[config.mk]
export PLATFORM = sky130hd
export DESIGN_NAME = amp_comparator_control
export DESIGN_NICKNAME = d
export VERILOG_FILES = /design/src/amp_cmp_pkg.sv /design/src/amp_comparator_control.sv
export VERILOG_INCLUDE_DIRS = /design/src
export SDC_FILE = /design/constraint.sdc
export NUM_CORES = 1
export LEC_CHECK = 0
export ABC_CLOCK_PERIOD_IN_PS = 1300
export CORE_ASPECT_RATIO = 0.6
export CORE_MARGIN = 1.5
export CORE_UTILIZATION = 35
export DETAILED_ROUTE_END_ITERATION = 10
export DONT_BUFFER_PORTS = 1
export PLACE_DENSITY = 0.49
export SETUP_SLACK_MARGIN = 0.05
export SYNTH_ARGS = -nofsm -noshare
export SYNTH_HDL_FRONTEND = slang
export SYNTH_SLANG_ARGS = --single-unit
[constraint.sdc]
create_clock -name clk_i -period 1.3 [get_ports clk_i]
set_input_delay 0.39 -clock clk_i [delete_from_list [all_inputs] [get_ports clk_i]]
set_output_delay 0.39 -clock clk_i [all_outputs]
set_load 0.01 [all_outputs]
[src/amp_cmp_defs.svh]
// Constants for the amplifier/comparator control block
// How it works
// - Both enables set: amplifier wins; unit runs as amplifier only with exactly one of reference/pad select set.
// - Unit 0 enabled: pins P2.5/P2.6/P2.7 switch to analog signals.
// - Unit 1 enabled: pins P2.2/P2.3/P2.4 switch to analog signals.
// - Decode function from four bits; both enables clear keeps pins general I/O.
// - Pad select set, reference clear: positive input from external pin.
// - Reference select set: internal reference; comparator mode even with pad set.
// - Per-comparator hysteresis enable: 0 off, 1 on.
// - Read-only compare result: 1 when positive above negative.
// - Edge mode 00 toggle, 01 rising, 10 falling, 11 reserved.
// - Flag set by selected edge, held until software clears it.
// - Unit-0 route bit: 0 channel select field, 1 dedicated converter channel.
`ifndef AMP_CMP_DEFS_SVH
`define AMP_CMP_DEFS_SVH
`define ADDR_PIN_SEL   8'hf6
`define ADDR_CMP0_CTL  8'hfe
`define ADDR_CMP1_CTL  8'hff
`define RST_PIN_SEL    8'h00
`define RST_CMP_CTL    8'h00
`define BIT_HYS        7
`define BIT_RESULT     6
`define BIT_MODE_HI    5
`define BIT_MODE_LO    4
`define BIT_FLAG       3
`define BIT_ROUTE      0
`define EDGE_TOGGLE    2'h0
`define EDGE_RISE      2'h1
`define EDGE_FALL      2'h2
`endif

[src/amp_cmp_pkg.sv]
// Types for the amplifier/comparator control block
package amp_cmp_pkg;
    typedef enum logic [3:0] {
        FN_GPIO  = 4'h1,
        FN_COMP  = 4'h2,
        FN_AMP   = 4'h4,
        FN_ILLEG = 4'h8
    } unit_fn_e;
    typedef struct packed {
        logic amp_en;
        logic cmp_en;
        logic ref_sel;
        logic pad_sel;
    } unit_cfg_s;
    typedef struct packed {
        logic amp_on;
        logic cmp_on;
        logic pins_analog;
        logic pos_from_ref;
        logic pos_from_pad;
        logic hys_on;
    } unit_ctl_s;
endpackage

[src/amp_comparator_control.sv]
// Register and control logic for two amplifier/comparator units
`timescale 1ns/100ps
`default_nettype none
`include "amp_cmp_defs.svh"
module amp_comparator_control
    import amp_cmp_pkg::*;
(
    // Clock and reset
    input  wire logic       clk_i,
    input  wire logic       arst_n_i,
    // Special function register port
    input  wire logic [7:0] sfr_addr_i,
    input  wire logic [7:0] sfr_wdata_i,
    input  wire logic       sfr_wr_i,
    output logic      [7:0] sfr_rdata_o,
    // Raw comparator outputs from the analog units
    input  wire logic [1:0] cmp_raw_i,
    // Analog unit controls
    output unit_ctl_s       unit0_ctl_o,
    output unit_ctl_s       unit1_ctl_o,
    output logic            amp_output_converter_route_o,
    output logic [1:0]      event_flag_o
);

    // ****************************************
    // Decode helpers
    // ****************************************
    function automatic unit_fn_e decode_fn(input unit_cfg_s c);
        unit_fn_e f;
        f = FN_ILLEG;
        if (!c.amp_en && !c.cmp_en)
            f = FN_GPIO;
        else if (c.amp_en)
        begin
            if (c.ref_sel ^ c.pad_sel)
                f = FN_AMP;
        end
        else if (c.ref_sel || c.pad_sel)
            f = FN_COMP;
        return f;
    endfunction

    function automatic unit_ctl_s make_ctl(input unit_cfg_s c, input logic hys);
        unit_ctl_s s;
        unit_fn_e  f;
        f = decode_fn(c);
        s.amp_on       = (f == FN_AMP);
        s.cmp_on       = (f == FN_COMP);
        s.pins_analog  = c.amp_en || c.cmp_en;
        s.pos_from_ref = (f != FN_GPIO) && (f != FN_ILLEG) && c.ref_sel;
        s.pos_from_pad = (f != FN_GPIO) && (f != FN_ILLEG)
                         && c.pad_sel && !c.ref_sel;
        s.hys_on       = hys;
        return s;
    endfunction

    // ****************************************
    // Registers
    // ****************************************
    logic [7:0] pin_sel_r;
    logic [1:0] hys_r;
    logic [1:0] mode_r [2];
    logic [1:0] flag_r;
    logic       route_r;
    logic [1:0] sync1_r;
    logic [1:0] sync2_r;
    logic [1:0] prev_r;
    logic [1:0] edge_hit;
    logic       wr0;
    logic       wr1;

    assign wr0 = sfr_wr_i && (sfr_addr_i == `ADDR_CMP0_CTL);
    assign wr1 = sfr_wr_i && (sfr_addr_i == `ADDR_CMP1_CTL);

    always_ff @(posedge clk_i or negedge arst_n_i)
    begin
        if (!arst_n_i)
            pin_sel_r <= `RST_PIN_SEL;
        else if (sfr_wr_i && (sfr_addr_i == `ADDR_PIN_SEL))
            pin_sel_r <= sfr_wdata_i;
    end

    always_ff @(posedge clk_i or negedge arst_n_i)
    begin
        if (!arst_n_i)
        begin
            hys_r     <= 2'h0;
            mode_r[0] <= 2'h0;
            mode_r[1] <= 2'h0;
            route_r   <= 1'b0;
        end
        else
        begin
            if (wr0)
            begin
                hys_r[0]  <= sfr_wdata_i[`BIT_HYS];
                mode_r[0] <= sfr_wdata_i[`BIT_MODE_HI:`BIT_MODE_LO];
                route_r   <= sfr_wdata_i[`BIT_ROUTE];
            end
            if (wr1)
            begin
                hys_r[1]  <= sfr_wdata_i[`BIT_HYS];
                mode_r[1] <= sfr_wdata_i[`BIT_MODE_HI:`BIT_MODE_LO];
            end
        end
    end

    // ****************************************
    // Comparator input sync and edge detect
    // ****************************************
    always_ff @(posedge clk_i or negedge arst_n_i)
    begin
        if (!arst_n_i)
        begin
            sync1_r <= 2'h0;
            sync2_r <= 2'h0;
            prev_r  <= 2'h0;
        end
        else
        begin
            sync1_r <= cmp_raw_i;
            sync2_r <= sync1_r;
            prev_r  <= sync2_r;
        end
    end

    always_comb
    begin
        for (int u = 0; u < 2; u++)
        begin
            unique case (mode_r[u])
                `EDGE_TOGGLE: edge_hit[u] = sync2_r[u] ^ prev_r[u];
                `EDGE_RISE:   edge_hit[u] = sync2_r[u] & ~prev_r[u];
                `EDGE_FALL:   edge_hit[u] = ~sync2_r[u] & prev_r[u];
                default:      edge_hit[u] = 1'b0;
            endcase
        end
    end

    // Set wins over a software clear in the same cycle
    always_ff @(posedge clk_i or negedge arst_n_i)
    begin
        if (!arst_n_i)
            flag_r <= 2'h0;
        else
        begin
            for (int u = 0; u < 2; u++)
            begin
                if (edge_hit[u])
                    flag_r[u] <= 1'b1;
                else if ((u == 0 ? wr0 : wr1) && !sfr_wdata_i[`BIT_FLAG])
                    flag_r[u] <= 1'b0;
            end
        end
    end

    // ****************************************
    // Outputs
    // ****************************************
    always_ff @(posedge clk_i or negedge arst_n_i)
    begin
        if (!arst_n_i)
        begin
            unit0_ctl_o                  <= '0;
            unit1_ctl_o                  <= '0;
            amp_output_converter_route_o <= 1'b0;
            event_flag_o                 <= 2'h0;
        end
        else
        begin
            unit0_ctl_o  <= make_ctl(pin_sel_r[7:4], hys_r[0]);
            unit1_ctl_o  <= make_ctl(pin_sel_r[3:0], hys_r[1]);
            amp_output_converter_route_o <= route_r;
            event_flag_o <= flag_r;
        end
    end

    always_ff @(posedge clk_i or negedge arst_n_i)
    begin
        if (!arst_n_i)
            sfr_rdata_o <= 8'h00;
        else
        begin
            unique case (sfr_addr_i)
                `ADDR_PIN_SEL:  sfr_rdata_o <= pin_sel_r;
                `ADDR_CMP0_CTL: sfr_rdata_o <= {hys_r[0], sync2_r[0], mode_r[0],
                                                flag_r[0], 2'h0, route_r};
                `ADDR_CMP1_CTL: sfr_rdata_o <= {hys_r[1], sync2_r[1], mode_r[1],
                                                flag_r[1], 3'h0};
                default:        sfr_rdata_o <= 8'h00;
            endcase
        end
    end

    // ****************************************
    // Assertions
    // ****************************************
    chk_amp_priority: assert property (@(posedge clk_i) disable iff (!arst_n_i)
        (pin_sel_r[7:6] == 2'b11 && (pin_sel_r[5] ^ pin_sel_r[4]))
        |=> unit0_ctl_o.amp_on && !unit0_ctl_o.cmp_on)
        else $error("amplifier priority lost");
    chk_pins_unit0: assert property (@(posedge clk_i) disable iff (!arst_n_i)
        (pin_sel_r[7] || pin_sel_r[6]) |=> unit0_ctl_o.pins_analog)
        else $error("unit0 pins not switched");
    chk_pins_unit1: assert property (@(posedge clk_i) disable iff (!arst_n_i)
        (pin_sel_r[3] || pin_sel_r[2]) |=> unit1_ctl_o.pins_analog)
        else $error("unit1 pins not switched");
    chk_gpio_idle: assert property (@(posedge clk_i) disable iff (!arst_n_i)
        (pin_sel_r[3:2] == 2'b00) |=> !unit1_ctl_o.pins_analog && !unit1_ctl_o.amp_on
        && !unit1_ctl_o.cmp_on) else $error("gpio unit not idle");
    chk_pad_source: assert property (@(posedge clk_i) disable iff (!arst_n_i)
        (pin_sel_r[6:4] == 3'b101 && !pin_sel_r[7]) |=> unit0_ctl_o.pos_from_pad)
        else $error("pad source not taken");
    chk_ref_source: assert property (@(posedge clk_i) disable iff (!arst_n_i)
        (pin_sel_r[3:0] == 4'b0111) |=> unit1_ctl_o.pos_from_ref
        && !unit1_ctl_o.pos_from_pad) else $error("reference source not taken");
    chk_hys_follow: assert property (@(posedge clk_i) disable iff (!arst_n_i)
        wr0 |=> ##1 unit0_ctl_o.hys_on == $past(sfr_wdata_i[`BIT_HYS], 2))
        else $error("hysteresis not applied");
    chk_result_read: assert property (@(posedge clk_i) disable iff (!arst_n_i)
        (sfr_addr_i == `ADDR_CMP0_CTL) |=> sfr_rdata_o[`BIT_RESULT] == $past(sync2_r[0]))
        else $error("result bit wrong");
    chk_rise_flag: assert property (@(posedge clk_i) disable iff (!arst_n_i)
        (mode_r[0] == `EDGE_RISE && $rose(sync2_r[0])) |=> flag_r[0])
        else $error("rising edge missed");
    chk_flag_hold: assert property (@(posedge clk_i) disable iff (!arst_n_i)
        (flag_r[1] && !wr1) |=> flag_r[1]) else $error("flag dropped");
    chk_route_out: assert property (@(posedge clk_i) disable iff (!arst_n_i)
        wr0 |=> ##1 amp_output_converter_route_o == $past(sfr_wdata_i[`BIT_ROUTE], 2))
        else $error("route not applied");
    cov_amp_mode: cover property (@(posedge clk_i) disable iff (!arst_n_i)
        unit0_ctl_o.amp_on);
    cov_cmp_mode: cover property (@(posedge clk_i) disable iff (!arst_n_i)
        unit1_ctl_o.cmp_on);
    cov_flag_set: cover property (@(posedge clk_i) disable iff (!arst_n_i)
        $rose(flag_r[0]));
    cov_set_clear: cover property (@(posedge clk_i) disable iff (!arst_n_i)
        edge_hit[1] && wr1 && !sfr_wdata_i[`BIT_FLAG]);

endmodule
`default_nettype wire

; After elaboration in Yosys (flattened, before gate mapping)
; Cells that the tools add are included.
; Widths: inputs -> output; s select.
[totals]
ff_bits = 46
[op_classes]
n_eq_ne = 15
muxes = 15
bitwise = 12
reduce_logical = 30
[op_table]
columns = operator, count
row1 = $mux 4, 8
row2 = $eq 8x8->1 const B, 3
row3 = $pmux 8 s3, 1
row4 = $logic_and 1x1->1, 15
row5 = $eq 4x2->1 const B, 2
row6 = $eq 4x3->1 const B, 2
row7 = $ne 4x1->1 const B, 2
row8 = $ne 4x4->1 const B, 2
row9 = $logic_not 1->1, 7
row10 = $pmux 1 s3, 2
row11 = $and 1x1->1, 4
row12 = $eq 2x1->1 const B, 2
row13 = $eq 2x2->1 const B, 2
row14 = $logic_not 2->1, 2
row15 = $logic_or 1x1->1, 4
row16 = $mux 1, 4
row17 = $not 1->1, 4
row18 = $reduce_bool 2->1, 2
row19 = $xor 1x1->1, 4

; Depth between registers and ports, before layout
[depth]
depth_word = 8
depth_mapped = 5
depth_no_buf = 5

; Worst setup path before layout
; Ideal clock, no wire load.
[synth_path]
kind = in2reg
from = input port sfr_addr_i[0]
to = register hys_r[0]
setup_time_ps = 125
arrival_ps = 1398
t_required_ps = 1175
setup_slack_ps = -222
cell_stages = 3
path_buffers = 0
path_cell_list = nand3b_1 -> nor3_1 -> mux2_2
[synth_between]
elab_chain_cells = 2
[synth_lines]
columns = element, line_no
row1 = "start, declared", amp_comparator_control.sv:12  ; input wire logic [7:0] sfr_addr_i,
row2 = $eq 8x8->1, -
row3 = $logic_and 1x1->1, amp_comparator_control.sv:72  ; assign wr0 = sfr_wr_i && (sfr_addr_i == `ADDR_CMP0_CTL);
row4 = "end signal, assigned", amp_comparator_control.sv:96  ; hys_r[0] <= sfr_wdata_i[`BIT_HYS];
row5 = "end, declared", amp_comparator_control.sv:61  ; logic [1:0] hys_r;
; Every way passes these cells.
; A chain may end at the register's enable or synchronous reset.

; Worst setup path after layout
[layout_path]
from = register pin_sel_r[4]
to = register unit0_ctl_o[1] (netlist name)
[layout_between]
elab_chain_cells = 8
elab_cells_between_ends = 11
cone_classes = 2 x eq/ne / 4 x mux / 1 x bitwise / 4 x reduce/logical
[layout_lines]
columns = element, line_no
row1 = "start, declared", amp_comparator_control.sv:60  ; logic [7:0] pin_sel_r;
row2 = "start signal, assigned", amp_comparator_control.sv:78  ; pin_sel_r <= `RST_PIN_SEL;
row3 = "start signal, assigned", amp_comparator_control.sv:80  ; pin_sel_r <= sfr_wdata_i;
row4 = $xor 1x1->1 or $logic_or 1x1->1 (tied branches), "amp_comparator_control.sv:35, amp_comparator_control.sv:38"
row5 = "$mux 4, on equally long branches", "amp_comparator_control.sv:35, amp_comparator_control.sv:38"
row6 = $mux 4, amp_comparator_control.sv:33  ; else if (c.amp_en)
row7 = $mux 4, amp_comparator_control.sv:31  ; if (!c.amp_en && !c.cmp_en)
row8 = $ne 4x1->1 or $ne 4x4->1 (tied branches), amp_comparator_control.sv:51  ; s.pos_from_pad = (f != FN_GPIO) && (f != FN_ILLEG)
row9 = $logic_and 1x1->1, amp_comparator_control.sv:51
row10 = $logic_and 1x1->1 (*) (2 in a row), amp_comparator_control.sv:52  ; && c.pad_sel && !c.ref_sel;
row11 = "end signal, assigned", amp_comparator_control.sv:171  ; unit0_ctl_o <= make_ctl(pin_sel_r[7:4], hys_r[0]);
row12 = "end, declared", amp_comparator_control.sv:19  ; output unit_ctl_s unit0_ctl_o,
; Every way passes the cells marked *; elsewhere a longest branch is shown, timed or not.

==> qor.txt <==
NumNets Final -> 179
Sequential area share after synthesis -> 62.7%
Flop-to-flop setup slack -> 0.1 ns
Largest net degree at the start of global routing -> 47
Worst Setup Start Kind -> flop
Mux contribution to synthesized area -> 13.0%
Leakage -> 0.982 nW
Worst Path Required -> 1.49 ns
CP Cell Sequence -> inv_2 > ha_2 > and2_4 > nor2_1 > nor3_1
Final worst path period share -> 92.3%
Critical path's largest stage delay -> 0.42 ns
Die area -> 5700 um2
DRC errors left -> 0
Synth Flop Type -> dfrtp_1
GRT overflow -> 0
Fmax -> 833 MHz
Detailed Route Iter0 Violations -> 27
Slew Viols, Final -> 0
# rows -> 20
DRT Wirelength -> 3.55 mm
Root Driver -> clkbuf_8
Top cells by area in the synthesized netlist -> dfrtp_1 (63%), mux2_2 (9.2%), ha_1 (4.1%)
Largest family of logic cells by synthesized area -> simple AND/OR/NAND/NOR gates
Area share of the largest cell type after synthesis -> 62.7%
RSZ-0062 raised after global routing -> false
Async SR Flop Fraction -> 100%
Core footprint -> 5050 um2
Worst hold-check path type -> input pin to asynchronous set/reset pin
Synth Register Bits -> 46
CTS Buf Count -> 5
Tot GR Track Use -> 14.5%
CTS Buffer Depth -> 2
Synth Instances -> 139
Synthesized Nets -> 166
VDD IR max -> 0.418 mV
Arrival time worst endpoint -> 1.39 ns
R2r worst-path depth -> 5
Initial Util -> 36.3%
Final Hold Viols -> 46
Area grow syn2layout -> 14.1%
Worst slew margin -> 72.3%
Post-synthesis compound-gate area fraction -> 3.34%
YS warnings -> 0
Clock Pin Slew Worst Setup and Hold Paths -> 0.09 ns
Die X -> 96.5 um
Synth Cell Area -> 1840 um2
Layout cell share with drive strength beyond 1 -> 28.8%
Count leader, synth -> dfrtp_1
Adder-cell area share of the yosys netlist -> 4.09%
Max Cap Viol -> 0
CTS tree -> built
Number of synthesized flops with an enable pin -> 0
H-tree levels -> 2
Simple-gate share of the synthesized area -> 13.4%
Via count -> 1081
Critical path's slowest cell -> dfrtp_1
Area leader, netlist -> dfrtp_1
HPWL after detailed placement -> 2.57 mm
Most common library cells after synthesis -> dfrtp_1 (46), mux2_2 (15), inv_1 (13), and2_1 (7), mux2i_1 (7)
Crit Path Class -> flop to flop
Xor/xnor cell area share of the yosys netlist -> 0%
Unique masters post-synth -> 25
Min Tclk post-route -> 1.20 ns
Clk Latency, worst-skew pair -> 0.30 ns
Routability Congestion -> 0.803
Vias per cell -> 4.94
RR Endpoint -> unit0_ctl_o[1]
Avg WL per Cell -> 16.2 um
Final setup violation count -> 0
Antenna Nets Post-Route -> 0
Power density cells -> 1200 nW/um2
Measured slew at the worst slew-check pin -> 0.410 ns
Final Skew -> 0.00853 ns
Synth Area per Inst -> 13.2 um2
# clock sinks -> 46
Num ports -> 44
Diodes inserted -> 0
Post-route insts no fill -> 219
Placed cell area -> 1970 um2
Post-route cell area -> 2090 um2
Failing checks -> hold timing
Crit Path Max Fanout -> 3
Status -> finished, violations left
Hold Slack -> -0.221 ns
Crit end category -> flop
Initial antenna violation count -> 0
Port bufs -> 0
Router iterations before antenna repair -> 4
Placed cell count -> 210
Die Y -> 59.1 um
Vias in the first global route -> 1115
First-pass GRT wire length -> 5.81 mm
R2R Path Start -> pin_sel_r[4]
[timing repair]
action / CTS / global route
setup buffers: 0 / 1
setup endpoints to repair: 1 / 3
hold endpoints to repair: 46 / 46
pin swaps: 0 / 3
resized for setup: 1 / 5
[layer usage]
layer	wire length, um	GRT usage, %	vias to the layer above
met5	0	0	-
met4	44	6.21	0
met3	340	6.92	5
met2	1510	19.8	38
met1	1650	19.5	544
li1	-	-	494
[metrics by stage]
| step | TNS [ns] | power, mW | setup slack (ns) | hold WS, ns | util (%) |
|---|---|---|---|---|---|
| after floorplan | -1.97 | 1.62 | -0.196 | 0.0944 | - |
| after global placement | -2.26 | 1.64 | -0.186 | 0.0953 | 39.1 |
| after detailed placement | -2.48 | 1.64 | -0.199 | 0.0955 | 39.1 |
| after CTS | 0 | 2.57 | 0.0834 | -0.241 | 41.0 |
| after global routing | 0 | 2.66 | 0.0356 | -0.253 | 41.4 |
| final | 0 | 2.52 | 0.0997 | -0.221 | 41.4 |
[logic make-up after synthesis]
| logic type | after synthesis |
|---|---|
| AOI/OAI and AO/OA | 10 |
| adders and majority gates | 6 |
| buffers and inverters | 16 |
| DFF | 46 |
| muxes | 22 |
| and+or+nand+nor | 39 |
[sequential cells by signal, indices dropped and copies added, names as in the netlist]
register,cells
amp_output_converter_route_o,1
unit0_ctl_o,6
route_r,1
event_flag_o,2
hys_r,2
mode_r,4
unit1_ctl_o,6
prev_r,2
sfr_rdata_o,8
pin_sel_r,8
sync1_r,2
flag_r,2
sync2_r,2
[cells in the final DEF (no fill, tap or decap)]
cell type / synthesis / layout
a21oi_1: 1 / 1
ha_1: 6 / 5
nor2_2: 0 / 1
o21ai_0: 5 / 5
nor3_1: 6 / 5
inv_1: 13 / 12
or2_2: 2 / 2
nand4_1: 2 / 2
o31ai_1: 1 / 1
and2_1: 7 / 6
dfrtp_1: 46 / 46
nand2_1: 2 / 2
buf_4: 0 / 9
o41ai_1: 1 / 1
clkbuf_8: 0 / 6
mux2_2: 15 / 15
nor2_1: 6 / 5
nand3_1: 5 / 5
nor3_2: 0 / 1
nor3b_2: 0 / 2
or3_4: 0 / 1
nand3b_1: 3 / 3
nor4_4: 1 / 1
nand2b_1: 1 / 1
clkinvlp_4: 0 / 1
clkinv_2: 0 / 1
inv_2: 0 / 1
mux2i_1: 7 / 7
and2_4: 0 / 1
nand4_4: 1 / 1
ha_2: 0 / 1
o211ai_1: 2 / 2
[final cells by class]
| type | count | area [um2] |
|---|---|---|
| clock buffers | 6 | 82.6 |
| repair buffers | 9 | 67.6 |
| inverters | 13 | 48.8 |
| fillers | 480 | 2960 |
| well taps | 66 | 82.6 |
| clock inverters | 2 | 12.5 |
| flip-flops and latches | 46 | 1150 |
| multi-input cells | 77 | 649 |
[where the power goes]
group	total, mW	switching, mW	internal (mW)
combinational	0.105	0.0457	0.0596
clock	0.900	0.472	0.427
sequential	1.51	0.0381	1.47
total	2.52	0.556	1.96
[worst max-delay path by stage]
stage / slack [ns] / end / from
detailed placement: -0.20 / pin_sel_r[6] / sfr_addr_i[0]
global route: 0.04 / unit0_ctl_o[1] / pin_sel_r[5]
global placement: -0.19 / pin_sel_r[1] / sfr_addr_i[0]
CTS: 0.08 / unit1_ctl_o[1] / pin_sel_r[1]
floorplan: -0.20 / pin_sel_r[0] / sfr_addr_i[0]
finish: 0.1 / unit0_ctl_o[1] / pin_sel_r[4]
[critical path: cells and delay by family, from the launching register on]
kind | cells | cell delay, ns
DFF | 1 | 0.42
and+or+nand+nor | 3 | 0.33
adders and majority gates | 1 | 0.26
buffers and inverters | 1 | 0.08
No activity file was read; power rests on OpenSTA's default activity.
